===== config.mk =====
export PLATFORM = sky130hd
export DESIGN_NAME = ttcs_top
export DESIGN_NICKNAME = d
export VERILOG_FILES = /design/src/rtl/ttcs_top.v
export VERILOG_INCLUDE_DIRS = /design/src /design/src/pkg
export SDC_FILE = /design/constraint.sdc
export NUM_CORES = 1
export LEC_CHECK = 0
export BUFFER_PORTS_ARGS = -buffer_cell sky130_fd_sc_hd__buf_2
export CORE_ASPECT_RATIO = 1.75
export CORE_MARGIN = 4
export CORE_UTILIZATION = 47
export CTS_CLUSTER_DIAMETER = 100
export DETAILED_ROUTE_END_ITERATION = 8
export GPL_ROUTABILITY_DRIVEN = 0
export PLACE_DENSITY = 0.83
export SYNTH_ARGS = -nofsm -noshare
export SYNTH_HDL_FRONTEND = slang
export SYNTH_SLANG_ARGS = --single-unit

===== constraint.sdc =====
create_clock -name aclk -period 1.95 [get_ports aclk]
set_clock_uncertainty 0.05 [all_clocks]
set_input_delay 0.195 -clock aclk [delete_from_list [all_inputs] [get_ports aclk]]
set_output_delay 0.195 -clock aclk [all_outputs]
set_load 0.03 [all_outputs]

===== src/pkg/ttcs_regs.vh =====
`ifndef TTCS_REGS_VH
`define TTCS_REGS_VH

// register indices as printed; byte address is four times the index
`define TTCS_IDX_TX_BACKPLANE 8'h05
`define TTCS_IDX_TX_TIMING 8'h07
`define TTCS_IDX_CLOCK_STATUS 8'h10
`define TTCS_ADDR_W 8

// transmit timing select fields
`define TTCS_BIT_BP_FAST 7
`define TTCS_BIT_LINE_FAST 6
`define TTCS_BIT_FIFO_HI 5
`define TTCS_BIT_FIFO_LO 4
`define TTCS_BIT_PLL_HI 3
`define TTCS_BIT_PLL_LO 2
`define TTCS_BIT_SRC_INPUT 1
`define TTCS_BIT_SRC_OVERRIDE 0

// transmit backplane options field
`define TTCS_BIT_TX_SOURCE 3

`define TTCS_RST_TX_TIMING 8'h00
`define TTCS_RST_TX_BACKPLANE 8'h00

// pll reference choices
`define TTCS_PLL_TX_CLOCK 2'b00
`define TTCS_PLL_BACKPLANE 2'b01
`define TTCS_PLL_RECOVERED 2'b10
`define TTCS_PLL_TX_INPUT 2'b11

// dividers
`define TTCS_BP_DIVIDE 2
`define TTCS_SMOOTH_DIVIDE 8
`define TTCS_DIV8_W 3

`define TTCS_RESP_OKAY 2'b00
`define TTCS_RESP_SLVERR 2'b10

`endif


===== src/rtl/ttcs_top.v =====
// Operation
// - backplane select 1: backplane blocks clocked by external fast clock divided by two.
// - backplane select 0: backplane blocks use the clock picked by line select (external fast clock or attenuator smooth 16.384MHz).
// - line select 1: line blocks use external fast clock directly, at 16.384MHz.
// - line select 0: line blocks use the attenuator smooth 16.384MHz clock.
// - fifo select high 1: fifo output uses attenuator input clock, no attenuation.
// - fifo select high 0, low 1: fifo output uses transmit clock input.
// - both fifo selects 0: fifo output uses internal smooth 2.048MHz clock.
// - pll reference 00 transmitter clock, 01 backplane, 10 recovered, 11 transmit input.
// - both source bits 0: internal smooth clocks come from the attenuator.
// - override only: 16.384 is transmit input, 2.048 is that divided by eight.
// - both source bits 1: 16.384 is external fast clock, 2.048 that over eight.
// - reset clears the whole transmit timing register to zero.
// - transmitter clock is recovered clock when backplane register source bit 3 is 1, else backplane clock.
//
// Added by the designer: register access over AXI4-Lite.
`timescale 1ns/1ns
`default_nettype none
`include "ttcs_regs.vh"

module ttcs_top #(
    parameter BP_DIVIDE = `TTCS_BP_DIVIDE,
    parameter SMOOTH_DIVIDE = `TTCS_SMOOTH_DIVIDE
) (
    input wire aclk,
    input wire aresetn,
    input wire clk_en,
    input wire [31:0] s_axi_awaddr,
    input wire [2:0] s_axi_awprot,
    input wire s_axi_awvalid,
    output reg s_axi_awready,
    input wire [31:0] s_axi_wdata,
    input wire [3:0] s_axi_wstrb,
    input wire s_axi_wvalid,
    output reg s_axi_wready,
    output reg [1:0] s_axi_bresp,
    output reg s_axi_bvalid,
    input wire s_axi_bready,
    input wire [31:0] s_axi_araddr,
    input wire [2:0] s_axi_arprot,
    input wire s_axi_arvalid,
    output reg s_axi_arready,
    output reg [31:0] s_axi_rdata,
    output reg [1:0] s_axi_rresp,
    output reg s_axi_rvalid,
    input wire s_axi_rready,
    input wire external_fast_clock,
    input wire backplane_transmit_clock,
    input wire recovered_receive_clock,
    input wire transmit_clock_input,
    input wire attenuator_input_clock,
    input wire attenuator_smooth_2m,
    input wire attenuator_smooth_16m,
    output reg backplane_fast_clock,
    output reg line_fast_clock,
    output reg fifo_out_clock,
    output reg pll_reference_clock,
    output reg transmitter_clock,
    output reg internal_smooth_2m,
    output reg internal_smooth_16m
);

    // the bit fields are fixed by the register layout; the divide parameters only record the ratios

    function rise;
        input cur;
        input prev;
        begin
            rise = cur & ~prev;
        end
    endfunction

    function [`TTCS_DIV8_W-1:0] div_step;
        input [`TTCS_DIV8_W-1:0] cnt;
        input edge_seen;
        begin
            if (edge_seen)
                div_step = cnt + 1'b1;
            else
                div_step = cnt;
        end
    endfunction

    function [`TTCS_ADDR_W-1:0] word_index;
        input [31:0] addr;
        begin
            word_index = addr[`TTCS_ADDR_W+1:2];
        end
    endfunction

    function mapped;
        input [31:0] addr;
        reg [`TTCS_ADDR_W-1:0] idx;
        begin
            idx = word_index(addr);
            mapped = (addr[31:`TTCS_ADDR_W+2] == 0) && ((idx == `TTCS_IDX_TX_TIMING)
                || (idx == `TTCS_IDX_TX_BACKPLANE) || (idx == `TTCS_IDX_CLOCK_STATUS));
        end
    endfunction

    reg [7:0] tx_timing_reg;
    reg tx_source_reg;
    reg [31:0] aw_addr_reg;
    reg aw_full_reg;
    reg [31:0] w_data_reg;
    reg [3:0] w_strb_reg;
    reg w_full_reg;

    reg external_fast_clock_prev_reg;
    reg transmit_clock_input_prev_reg;
    reg external_fast_clock_half_reg;
    reg [`TTCS_DIV8_W-1:0] external_fast_clock_div_reg;
    reg [`TTCS_DIV8_W-1:0] transmit_clock_input_div_reg;

    wire bp_fast_sel = tx_timing_reg[`TTCS_BIT_BP_FAST];
    wire line_fast_sel = tx_timing_reg[`TTCS_BIT_LINE_FAST];
    wire fifo_sel_hi = tx_timing_reg[`TTCS_BIT_FIFO_HI];
    wire fifo_sel_lo = tx_timing_reg[`TTCS_BIT_FIFO_LO];
    wire [1:0] pll_sel = {tx_timing_reg[`TTCS_BIT_PLL_HI], tx_timing_reg[`TTCS_BIT_PLL_LO]};
    wire src_input = tx_timing_reg[`TTCS_BIT_SRC_INPUT];
    wire src_override = tx_timing_reg[`TTCS_BIT_SRC_OVERRIDE];

    wire external_fast_clock_rise = rise(external_fast_clock, external_fast_clock_prev_reg);
    wire transmit_clock_input_rise = rise(transmit_clock_input, transmit_clock_input_prev_reg);

    reg smooth_2m_next;
    reg smooth_16m_next;
    reg tx_clock_next;
    reg bp_fast_next;
    reg line_fast_next;
    reg fifo_out_next;
    reg pll_ref_next;

    always @*
    begin
        // the unsupported input-only combination falls back to the attenuator clocks
        smooth_2m_next = attenuator_smooth_2m;
        smooth_16m_next = attenuator_smooth_16m;
        if (!src_input && src_override)
        begin
            smooth_16m_next = transmit_clock_input;
            smooth_2m_next = transmit_clock_input_div_reg[`TTCS_DIV8_W-1];
        end
        else if (src_input && src_override)
        begin
            smooth_16m_next = external_fast_clock;
            smooth_2m_next = external_fast_clock_div_reg[`TTCS_DIV8_W-1];
        end

        tx_clock_next = tx_source_reg ? recovered_receive_clock : backplane_transmit_clock;

        if (bp_fast_sel)
            bp_fast_next = external_fast_clock_half_reg;
        else
            bp_fast_next = line_fast_next;

        if (line_fast_sel)
            line_fast_next = external_fast_clock;
        else
            line_fast_next = attenuator_smooth_16m;

        if (fifo_sel_hi)
            fifo_out_next = attenuator_input_clock;
        else if (fifo_sel_lo)
            fifo_out_next = transmit_clock_input;
        else
            fifo_out_next = smooth_2m_next;

        case (pll_sel)
            `TTCS_PLL_TX_CLOCK: pll_ref_next = tx_clock_next;
            `TTCS_PLL_BACKPLANE: pll_ref_next = backplane_transmit_clock;
            `TTCS_PLL_RECOVERED: pll_ref_next = recovered_receive_clock;
            `TTCS_PLL_TX_INPUT: pll_ref_next = transmit_clock_input;
            default: pll_ref_next = tx_clock_next;
        endcase
    end

    // clock dividers work on sampled edges, so every derived clock trails its source by one aclk
    always @(posedge aclk)
    begin
        if (!aresetn)
        begin
            external_fast_clock_prev_reg <= 1'b0;
            transmit_clock_input_prev_reg <= 1'b0;
            external_fast_clock_half_reg <= 1'b0;
            external_fast_clock_div_reg <= {`TTCS_DIV8_W{1'b0}};
            transmit_clock_input_div_reg <= {`TTCS_DIV8_W{1'b0}};
        end
        else if (clk_en)
        begin
            external_fast_clock_prev_reg <= external_fast_clock;
            transmit_clock_input_prev_reg <= transmit_clock_input;
            if (external_fast_clock_rise)
                external_fast_clock_half_reg <= ~external_fast_clock_half_reg;
            external_fast_clock_div_reg <= div_step(external_fast_clock_div_reg, external_fast_clock_rise);
            transmit_clock_input_div_reg <= div_step(transmit_clock_input_div_reg, transmit_clock_input_rise);
        end
    end

    // selected clocks leave through flip-flops, trading one aclk of delay for glitch-free outputs
    always @(posedge aclk)
    begin
        if (!aresetn)
        begin
            backplane_fast_clock <= 1'b0;
            line_fast_clock <= 1'b0;
            fifo_out_clock <= 1'b0;
            pll_reference_clock <= 1'b0;
            transmitter_clock <= 1'b0;
            internal_smooth_2m <= 1'b0;
            internal_smooth_16m <= 1'b0;
        end
        else if (clk_en)
        begin
            backplane_fast_clock <= bp_fast_next;
            line_fast_clock <= line_fast_next;
            fifo_out_clock <= fifo_out_next;
            pll_reference_clock <= pll_ref_next;
            transmitter_clock <= tx_clock_next;
            internal_smooth_2m <= smooth_2m_next;
            internal_smooth_16m <= smooth_16m_next;
        end
    end

    wire aw_take = s_axi_awvalid && s_axi_awready;
    wire w_take = s_axi_wvalid && s_axi_wready;
    wire ar_take = s_axi_arvalid && s_axi_arready;
    wire do_write = aw_full_reg && w_full_reg && !s_axi_bvalid;
    wire [`TTCS_ADDR_W-1:0] wr_idx = word_index(aw_addr_reg);
    wire [`TTCS_ADDR_W-1:0] rd_idx = word_index(s_axi_araddr);

    reg [31:0] rd_word;

    always @*
    begin
        rd_word = 32'h0000_0000;
        case (rd_idx)
            `TTCS_IDX_TX_TIMING: rd_word = {24'h00_0000, tx_timing_reg};
            `TTCS_IDX_TX_BACKPLANE: rd_word = {28'h000_0000, tx_source_reg, 3'b000};
            `TTCS_IDX_CLOCK_STATUS: rd_word = {16'h0000, 2'b00, external_fast_clock_div_reg, transmit_clock_input_div_reg,
                external_fast_clock_half_reg, backplane_fast_clock, line_fast_clock, fifo_out_clock,
                pll_reference_clock, transmitter_clock, internal_smooth_2m, internal_smooth_16m};
            default: rd_word = 32'h0000_0000;
        endcase
    end

    // the reset word is held in a net so that only its one defined bit is taken
    wire [7:0] backplane_reset_value = `TTCS_RST_TX_BACKPLANE;

    // readies are one-cycle pulses; clk_en must stay high while a bus transfer is open
    always @(posedge aclk)
    begin
        if (!aresetn)
        begin
            aw_addr_reg <= 32'h0000_0000;
            aw_full_reg <= 1'b0;
            w_data_reg <= 32'h0000_0000;
            w_strb_reg <= 4'h0;
            w_full_reg <= 1'b0;
            s_axi_awready <= 1'b0;
            s_axi_wready <= 1'b0;
        end
        else if (clk_en)
        begin
            s_axi_awready <= s_axi_awvalid && !s_axi_awready && !aw_full_reg;
            s_axi_wready <= s_axi_wvalid && !s_axi_wready && !w_full_reg;
            if (aw_take)
            begin
                aw_addr_reg <= s_axi_awaddr;
                aw_full_reg <= 1'b1;
            end
            if (w_take)
            begin
                w_data_reg <= s_axi_wdata;
                w_strb_reg <= s_axi_wstrb;
                w_full_reg <= 1'b1;
            end
            if (do_write)
            begin
                aw_full_reg <= 1'b0;
                w_full_reg <= 1'b0;
            end
        end
    end

    // a write lands in the cycle its response rises, so a read after bvalid sees the new value
    always @(posedge aclk)
    begin
        if (!aresetn)
        begin
            tx_timing_reg <= `TTCS_RST_TX_TIMING;
            tx_source_reg <= backplane_reset_value[`TTCS_BIT_TX_SOURCE];
            s_axi_bvalid <= 1'b0;
            s_axi_bresp <= `TTCS_RESP_OKAY;
        end
        else if (clk_en)
        begin
            if (do_write)
            begin
                s_axi_bvalid <= 1'b1;
                s_axi_bresp <= mapped(aw_addr_reg) ? `TTCS_RESP_OKAY : `TTCS_RESP_SLVERR;
                if (mapped(aw_addr_reg) && w_strb_reg[0])
                begin
                    if (wr_idx == `TTCS_IDX_TX_TIMING)
                        tx_timing_reg <= w_data_reg[7:0];
                    if (wr_idx == `TTCS_IDX_TX_BACKPLANE)
                        tx_source_reg <= w_data_reg[`TTCS_BIT_TX_SOURCE];
                end
            end
            else if (s_axi_bvalid && s_axi_bready)
                s_axi_bvalid <= 1'b0;
        end
    end

    // no new read is accepted until the previous data has been taken
    always @(posedge aclk)
    begin
        if (!aresetn)
        begin
            s_axi_arready <= 1'b0;
            s_axi_rvalid <= 1'b0;
            s_axi_rresp <= `TTCS_RESP_OKAY;
            s_axi_rdata <= 32'h0000_0000;
        end
        else if (clk_en)
        begin
            s_axi_arready <= s_axi_arvalid && !s_axi_arready && !s_axi_rvalid;
            if (ar_take)
            begin
                s_axi_rvalid <= 1'b1;
                s_axi_rdata <= rd_word;
                s_axi_rresp <= mapped(s_axi_araddr) ? `TTCS_RESP_OKAY : `TTCS_RESP_SLVERR;
            end
            else if (s_axi_rvalid && s_axi_rready)
                s_axi_rvalid <= 1'b0;
        end
    end

endmodule
`default_nettype wire


== After elaboration in Yosys (flattened, before gate mapping) ==
Index checks and enable logic that the tools add are counted.

* Flip-flop bits (word level): 109
* Logic and storage cells: 113
* Output and inout port bits: 48
* Input port bits: 121

* Reductions and logical operators: 49
* Multiplexer cells: 21
* Equal/unequal tests: 9
* Bitwise logic cells: 5
* Add/sub/neg operators: 2

{| class="wikitable"
|+ Operators with widths
! cell !! number
|-
| $logic_not 22->1 || 2
|-
| $pmux 14 s3 || 1
|-
| $eq 8x3->1 const B || 4
|-
| $reduce_and 2->1 || 10
|-
| $logic_and 1x1->1 || 18
|-
| $mux 1 || 17
|-
| $eq 8x5->1 const B || 2
|-
| $logic_not 1->1 || 8
|-
| $reduce_and 4->1 || 2
|-
| $reduce_bool 2->1 || 4
|-
| $add 3x1->3 const B || 2
|-
| $eq 2x2->1 const B || 2
|-
| $logic_or 1x1->1 || 4
|-
| $mux 2 || 2
|-
| $pmux 1 s4 || 1
|-
| $not 1->1 || 3
|-
| $and 1x1->1 || 2
|-
| $eq 2x1->1 const B || 1
|-
| $logic_not 2->1 || 1
|}

== Longest topological paths before layout ==
Gate-level depths: netlist (run 1).

* Word-level depth: 6
* Depth in mapped cells: 6
* Gate-level depth less buffers: 5

== Least setup slack after synthesis (run 1) ==
OpenSTA, ideal clock, no wires.

* Path type: flip-flop to flip-flop
* From: register s_axi_bvalid
* To: register tx_timing_reg[0]
* Slack: 151 ps
* Buffers on the path: 0
* Data arrival time: 1677 ps
* Cell stages (with the launch flop): 5
* Required time: 1828 ps
* Library setup time: 72 ps
* Cell sequence: dfxtp_1 > and4b_4 > nand4_4 > nor4_4 > mux2i_1

* Word-level cells in the longest chain between the ends: 3

{| class="wikitable"
|+ RTL lines
! what !! line !! text
|-
| from (decl) || ttcs_top.v:37 || <nowiki>output reg s_axi_bvalid,</nowiki>
|-
| from (signal assigned) || ttcs_top.v:293 || <nowiki>s_axi_bvalid <= 1'b0;</nowiki>
|-
| from (signal assigned) || ttcs_top.v:300 || <nowiki>s_axi_bvalid <= 1'b1;</nowiki>
|-
| from (signal assigned) || ttcs_top.v:311 || <nowiki>s_axi_bvalid <= 1'b0;</nowiki>
|-
| $logic_not 1->1 || ttcs_top.v:228 || <nowiki>wire do_write = aw_full_reg && w_full_reg && !s_axi_bvalid;</nowiki>
|-
| $logic_and 1x1->1 || ttcs_top.v:228 ||
|-
| $reduce_and 4->1 (no line) || - ||
|-
| to (signal assigned) || ttcs_top.v:291 || <nowiki>tx_timing_reg <= `TTCS_RST_TX_TIMING;</nowiki>
|-
| to (signal assigned) || ttcs_top.v:305 || <nowiki>tx_timing_reg <= w_data_reg[7:0];</nowiki>
|-
| to (decl) || ttcs_top.v:101 || <nowiki>reg [7:0] tx_timing_reg;</nowiki>
|}

No other way between the ends.
A chain may end at the register's enable or synchronous reset.

== Worst setup path in the final report (run 1) ==
* From: register aw_addr_reg[15]
* To: register tx_timing_reg[0]

* Word-level cells in the longest chain between the ends: 4

{| class="wikitable"
|+ RTL lines
! what !! line !! text
|-
| from (decl) || ttcs_top.v:103 || <nowiki>reg [31:0] aw_addr_reg;</nowiki>
|-
| from (signal assigned) || ttcs_top.v:269 || <nowiki>aw_addr_reg <= s_axi_awaddr;</nowiki>
|-
| $logic_not 22->1 || ttcs_top.v:96 || <nowiki>mapped = (addr[31:`TTCS_ADDR_W+2] == 0) && ((idx == `TTCS_IDX_TX_TIMING)</nowiki>
|-
| $logic_and 1x1->1 || ttcs_top.v:96 ||
|-
| $logic_and 1x1->1 || ttcs_top.v:302 || <nowiki>if (mapped(aw_addr_reg) && w_strb_reg[0])</nowiki>
|-
| $reduce_and 4->1 (no line) || - ||
|}

No other way between the ends.

==> results of run 1 <==
==> worst min path at each step <==
stage,endpoint,slack (ns),cells after the start
after CTS,aw_addr_reg[21],0.04,3
final,aw_addr_reg[21],0.05,3
after detailed placement,aw_addr_reg[21],0.40,3
after global routing,aw_addr_reg[14],0.06,3
after floorplan,aw_addr_reg[10],0.29,2
after global placement,aw_addr_reg[19],0.39,3
==> cells in the mapped netlist, types with 2 or more instances <==
cell type	count	share of area, %
ha_1	2	0.64
mux2i_1	19	4.9
o211a_1	2	0.52
nor4_1	10	1.6
buf_2	2	0.26
nand4b_1	2	0.45
and3_1	5	0.80
nor3_1	4	0.52
a211oi_1	3	0.58
nor4_4	4	2.2
nand3b_1	3	0.58
o21a_1	3	0.58
dfxtp_1	87	45
nand3_1	11	1.4
nand4_1	3	0.48
nand2_1	109	11
xnor2_1	4	0.90
nor2_1	12	1.2
clkbuf_1	21	2.0
a21boi_0	46	8.9
a22o_1	15	3.4
a21oi_1	8	1.0
nor2b_1	12	1.9
inv_1	2	0.19
nor4b_1	2	0.45
and2_1	6	0.97
buf_4	21	4.1
o21ai_0	4	0.52
==> layer usage <==
metal  global-route usage, %  vias up  wire (um)
met2                    34.4      116       4760
li1                        -     1681          -
met5                       0        -          0
met4                    8.32        0        231
met3                    5.98       17        645
met1                    18.5     1545       3210
==> layout by cell type, fill, tap and decap left out, drive strengths merged, types with 4 or more instances in the layout <==
master and instances:
a21boi 46, a21oi 8, a22o 15, and2 6
and3 5, buf 121, clkbuf 10, conb 20
dfxtp 87, mux2i 19, nand2 109, nand3 11
nand4 4, nor2 12, nor2b 12, nor3 5
nor4 14, o21ai 4, xnor2 4
==> cell families (layout without fill, tap and decap cells) <==
kind of cell	Yosys count	in the layout	synth area share [%]
DFF	87	87	44.8
and+or+nand+nor	191	191	25.3
adders and majority gates	2	2	0.644
buffers and inverters	48	140	6.73
AOI/OAI and AO/OA	84	84	16.1
muxes	20	20	5.18
other	1	20	0.0965
xor gates and xnor gates	5	5	1.13
==> worst reg2reg max path: stages, from the launching register on <==
cell,delay [ns]
dfxtp_1,0.32
nor4_1,0.39
nand4_1,0.27
nor4_4,0.34
buf_12,0.18
mux2i_1,0.19
==> area by class of cell <==
| cell class | count | area (sq um) | area share, % |
|---|---|---|---|
| well taps | 90 | 113 | 2.35 |
| clock inverters | 6 | 67.6 | 1.41 |
| repair buffers | 121 | 656 | 13.7 |
| clock buffers | 10 | 239 | 5.00 |
| flip-flops and latches | 87 | 1740 | 36.4 |
| inverters | 3 | 11.3 | 0.235 |
| multi-input cells | 322 | 1950 | 40.9 |
==> power breakdown <==
group	switching (mW)	internal (mW)	total [mW]
Combinational	0.210	0.143	0.353
Clock	0.689	1.03	1.72
Sequential	0.0293	1.81	1.84
Total	0.929	2.99	3.92
==> metrics by stage <==
step,hold WS (ns),instances,worst slack (ns),total power [mW]
after CTS,0.0399,639,0.0905,3.96
final,0.0473,639,0.146,3.92
after global routing,0.0579,639,0.0162,4.08
after global placement,0.395,623,0.199,2.23
after floorplan,0.290,457,0.151,2.13
after detailed placement,0.403,623,0.133,2.24
==> summary.txt, run 1 <==
Worst setup path
  – Reg2Reg Setup Slack: 0.15 ns
  – Critical Path Sink Type: register
  – Crit path kind: register to register
  – Cell family with the largest share of critical-path delay: simple AND/OR/NAND/NOR gates
  – Worst path arrival time: 2.02 ns
  – Slowest cell delay on critical path: 0.39 ns
  – Critical path data required time: 2.16 ns
  – RR Endpoint: tx_timing_reg[0]
  – Stages on worst setup path: 5
  – R2r startpoint: aw_addr_reg[15]
  – CP startpoint: aw_addr_reg[15]
  – CP bufs+invs: 1
  – Critical path, cell by cell: nor4_1 > nand4_1 > nor4_4 > buf_12 > mux2i_1
  – Setup crit end: tx_timing_reg[0]
  – CP Max Fanout: 8
  – Slowest CP cell: nor4_1
  – Type of origin of the critical path: register
  – Path depth of the worst reg2reg path: 5

Clock network
  – H-Tree Depth: 3
  – CTS clock-pin slew for the worst setup and hold paths: 0.06 ns
  – Num CTS Buffers: 9
  – Clock sinks: 87
  – Hold_buf cts: 0
  – Post-CTS resize count: 0
  – CTS tree: built
  – Clock root buffer: clkbuf_16
  – Max Buffers Root-to-Sink: 2
  – Post-CTS setup repair buffer count: 0
  – Worst skew pair latency: 0.34 ns

STA
  – Fmax: 554 MHz
  – Setup TNS: 0 ns
  – Final period util: 92.5%
  – Final setup fails: 0
  – RSZ-0062 raised after global routing: false
  – Max-slew violations: 0
  – Final worst path period need: 1.80 ns
  – Hold Vio Cnt, Final: 0

Placed design
  – Placed Area: 4480 sq um
  – # port buffers: 111
  – Final HPWL DP: 6830 um

Detailed routing
  – Initial drt markers: 163
  – DRC Markers: 0
  – Final WL: 8850 um
  – Pre-antenna DRT Iters: 4
  – Wire per inst: 13.8 um
  – DRT antenna net count: 0
  – Via count: 3359
  – DR vias/cell: 5.26

Final layout
  – Ant diodes: 0
  – Area Growth Syn to Fin: 23.1%
  – Post-route cell area: 4780 sq um
  – Largest register FFs: 30
  – NumNets Final: 667
  – Fillers: 709
  – Layout cells sized above 1: 26.6%
  – Final Util: 59.7%

Synth
  – Sequential area share after synthesis: 44.8%
  – Mapped Cells: 438
  – Post-synth EDFFs: 0
  – Main synth FF type: dfxtp_1
  – Mapped cell area: 3890 sq um
  – Share of flip-flops with an asynchronous set or reset: 0%
  – Yosys warns: 0
  – Mean Syn Cell Area: 8.87 sq um
  – Post-synth cell types: 44
  – Yosys reg bits: 87

Global route
  – First-pass GRT wire length: 14700 um
  – Vias in the first global route: 3291
  – GRT overflow: 0
  – Initial antenna violation count: 0
  – Largest net degree at the start of global routing: 69
  – Tot GR Track Use: 18.5%

Power and ir drop
  – LEAKAGE: 1.96 nW
  – Worst vdd ir: 690 uV
  – Pwr Density: 819 nW/um^2

Die
  – Initial core utilization: 48.5%
  – Core ar.: 8020 sq um
  – Chip Height: 128 um
  – Cell row count: 43
  – Top-Level Pins: 169
  – Die Width: 76.7 um
  – Die ar.: 9840 sq um

Run
  – Max-cap viol count: 0

Min path
  – Hold/Removal Path Class: input pin to register
  – Hold path startpoint: s_axi_awaddr[21]

Run status
  – Status: completed
No activity file was read; power rests on OpenSTA's default activity.
==> inputs of run 2 (changes only) <==
--- a/config.mk
+++ b/config.mk
@@ -6,6 +6,7 @@
 export SDC_FILE = /design/constraint.sdc
 export NUM_CORES = 1
 export LEC_CHECK = 0
+export ABC_AREA = 1
 export BUFFER_PORTS_ARGS = -buffer_cell sky130_fd_sc_hd__buf_2
 export CORE_ASPECT_RATIO = 1.75
 export CORE_MARGIN = 4
==> summary.txt, run 2 <==
Final layout
  – Multi-input gate area: 1680 sq um (-14%)
  – Ant diodes: 0 (unchanged)
  – Non-Filler Instances: 742 (+16%)
  – Most common cell after layout, fill and taps aside: buf_2
  – Area Growth Syn to Fin: 22.0%
  – Final Util: 58.9% (-0.76 points)
  – Layout cells sized above 1: 21.8% (-4.8 points)
  – NumNets Final: 770 (+15%)
  – Fillers: 761 (+7.3%)
  – Largest register FFs: 30 (unchanged)
  – Commonest cells after routing, fill and taps aside: buf_2, nand2_1, dfxtp_1
  – Sequential cell area: 1740 sq um (unchanged)

Worst setup path
  – RR Endpoint: s_axi_rdata[2]
  – Slowest cell delay on critical path: 0.42 ns (+0.03 ns)
  – CP Max Fanout: 15 (+7)
  – Reg2Reg Setup Slack: 0.45 ns (+0.31 ns)
  – Type of origin of the critical path: register
  – Critical path, cell by cell: nand3_4 > inv_1 > buf_4 > nand2_1 > a21oi_1
  – Path depth of the worst reg2reg path: 5 (unchanged)
  – Slowest CP cell: dfxtp_1
  – Critical path data required time: 2.14 ns (-0.02 ns)
  – Worst path arrival time: 1.69 ns (-0.33 ns)
  – R2r startpoint: s_axi_arready
  – Critical Path Sink Type: register
  – Cell family with the largest share of critical-path delay: buffers and inverters
  – Crit path kind: register to register
  – CP bufs+invs: 2 (+1)

Clock network
  – CTS tree: built
  – Clock sinks: 87 (unchanged)
  – Worst skew pair latency: 0.33 ns (about the same)
  – Num CTS Buffers: 9 (unchanged)
  – Max Buffers Root-to-Sink: 2 (unchanged)
  – Hold_buf cts: 0 (unchanged)
  – Post-CTS setup repair buffer count: 0 (unchanged)
  – CTS clock-pin slew for the worst setup and hold paths: 0.06 ns (about the same)
  – Post-CTS resize count: 0 (unchanged)
  – H-Tree Depth: 3 (unchanged)
  – Clock root buffer: clkbuf_16

STA
  – Final setup fails: 0 (unchanged)
  – Setup TNS: 0 ns (unchanged)
  – Hold Vio Cnt, Final: 0 (unchanged)
  – Final worst path period need: 1.50 ns (-0.306 ns)
  – Fmax: 667 MHz (+20%)
  – Worst slew pin tran: 0.601 ns
  – Max-slew violations: 0 (unchanged)
  – Final period util: 76.8% (-16 points)
  – RSZ-0062 raised after global routing: false
  – Max transition margin: 59.9%

Placed design
  – Cell total after placement: 726 (+17%)
  – Final HPWL DP: 7050 um (+3.3%)
  – # port buffers: 111 (unchanged)

Detailed routing
  – DRT antenna net count: 0 (unchanged)
  – DRC Markers: 0 (unchanged)
  – Pre-antenna DRT Iters: 4 (unchanged)
  – DR vias/cell: 4.97 (-5.4%)
  – Initial drt markers: 162 (-0.61%)
  – Wire per inst: 12.5 um (-9.7%)
  – Via count: 3690 (+9.9%)
  – Final WL: 9280 um (+4.9%)

Die
  – Core ar.: 7960 sq um (-0.67%)
  – Initial core utilization: 48.3% (-0.21 points)
  – Chip Height: 128 um (-0.51%)
  – Die Width: 76.4 um (-0.49%)
  – Cell row count: 43 (unchanged)
  – Top-Level Pins: 169 (unchanged)
  – Die ar.: 9750 sq um (-1.0%)

Min path
  – Hold path depth: 4 (+1)
  – Hold/Removal Path Class: input pin to register
  – Hold path startpoint: s_axi_rready
  – Min-Delay Endpoint: s_axi_rvalid

Global route
  – GRT overflow: 0 (unchanged)
  – Vias in the first global route: 3407 (+3.5%)
  – Tot GR Track Use: 18.9% (+0.41 points)
  – Largest net degree at the start of global routing: 61 (-12%)
  – First-pass GRT wire length: 14900 um (+1.5%)
  – Initial antenna violation count: 0 (unchanged)

Synth
  – Top cell type's share of synthesized area: 45.3% (+0.50 points)
  – Post-synth EDFFs: 0 (unchanged)
  – Mapped cell area: 3840 sq um (-1.1%)
  – Post-synth cell types: 26 (-41%)
  – Yosys reg bits: 87 (unchanged)
  – Share of flip-flops with an asynchronous set or reset: 0% (unchanged)
  – Mean Syn Cell Area: 7.13 sq um (-20%)
  – Sequential area share after synthesis: 45.3% (+0.50 points)
  – Most common cell in the netlist: nand2_1
  – Yosys warns: 0 (unchanged)
  – Cell accounting for the most synthesized area: dfxtp_1
  – Mapped Cells: 539 (+23%)
  – Ranking of synthesized cells by area: dfxtp_1, a21oi_1, nand2_1
  – Main synth FF type: dfxtp_1
  – Top post-synthesis cells by count: nand2_1, dfxtp_1, a21oi_1, inv_1, o21ai_0

Run status
  – Status: completed

Run
  – Max-cap viol count: 0 (unchanged)

Power and ir drop
  – LEAKAGE: 2.18 nW (+11%)
  – Pwr Density: 821 nW/um^2 (+0.26%)
  – Pwr Total: 3.85 mW (-1.7%)
  – Worst vdd ir: 714 uV (+3.4%)
-- run 2: cell types whose count changed in the layout (fill, tap and decap cells not counted), sizes merged, moves of 15 or more --
cell | previous run | this run
inv | 3 | 70
a21oi | 8 | 72
o21ai | 4 | 68
nor2 | 12 | 64
a21boi | 46 | 0
mux2i | 19 | 0
nand2 | 109 | 93
a22o | 15 | 0
-- run 2: power by group --
group          total (mW)  internal [mW]  switching [mW]  leakage, nW
registers            1.88           1.84          0.0390        0.707
clock network        1.56          0.864           0.693        0.136
logic               0.418          0.146           0.271         1.34
-- run 2: logic make-up (layout without fill, tap and decap cells) --
family | Yosys count | after routing | synth area share [%]
simple gates | 190 | 190 | 21.1
other cells | 1 | 20 | 0.0976
compound gates | 149 | 149 | 19.9
buf+inv | 110 | 204 | 13.0
flops | 87 | 87 | 45.3
fa+ha+maj | 2 | 2 | 0.651
-- run 2: worst min-delay path: cells and delay by family --
kind            cells  cell delay, ns
compound gates      1            0.06
simple gates        2            0.09
buf+inv             1            0.08
-- run 2: cell type report --
class                      count  share of cell area, %
inverter                      70                   5.60
timing repair buffer         118                   13.2
tap                           90                   2.40
multi-input combinational    361                   35.8
clock buffer                   9                   4.80
clock inverter                 7                   1.04
sequential                    87                   37.1
-- run 2: routing by layer --
| metal | wire length [um] | GRT usage (%) | vias to the layer above |
|---|---|---|---|
| met4 | 195 | 8.22 | 0 |
| met2 | 5040 | 34.1 | 99 |
| met5 | 0 | 0 | - |
| met1 | 3580 | 21.1 | 1669 |
| li1 | - | - | 1908 |
| met3 | 464 | 4.44 | 14 |
-- run 2: how the worst max path moves through the flow --
stage | slack, ns | to | depth (start not counted) | start
floorplan | 0.52 | tx_timing_reg[3] | 9 | s_axi_bvalid
global placement | 0.39 | tx_timing_reg[7] | 8 | clk_en
detailed placement | 0.32 | w_data_reg[3] | 5 | clk_en
CTS | 0.46 | tx_timing_reg[7] | 8 | aw_addr_reg[9]
global route | 0.32 | tx_timing_reg[7] | 8 | aw_addr_reg[8]
finish | 0.45 | s_axi_rdata[2] | 5 | s_axi_arready
-- run 2: stage by stage --
stage          cell area [sq um]  setup slack [ns]  hold slack [ns]
3_5_place_dp                4420             0.322            0.386
5_1_grt                     4690             0.323           0.0933
2_1_floorplan               3920             0.517            0.311
4_1_cts                     4690             0.462           0.0760
3_3_place_gp                4420             0.386            0.381
6_report                    4690             0.452           0.0912
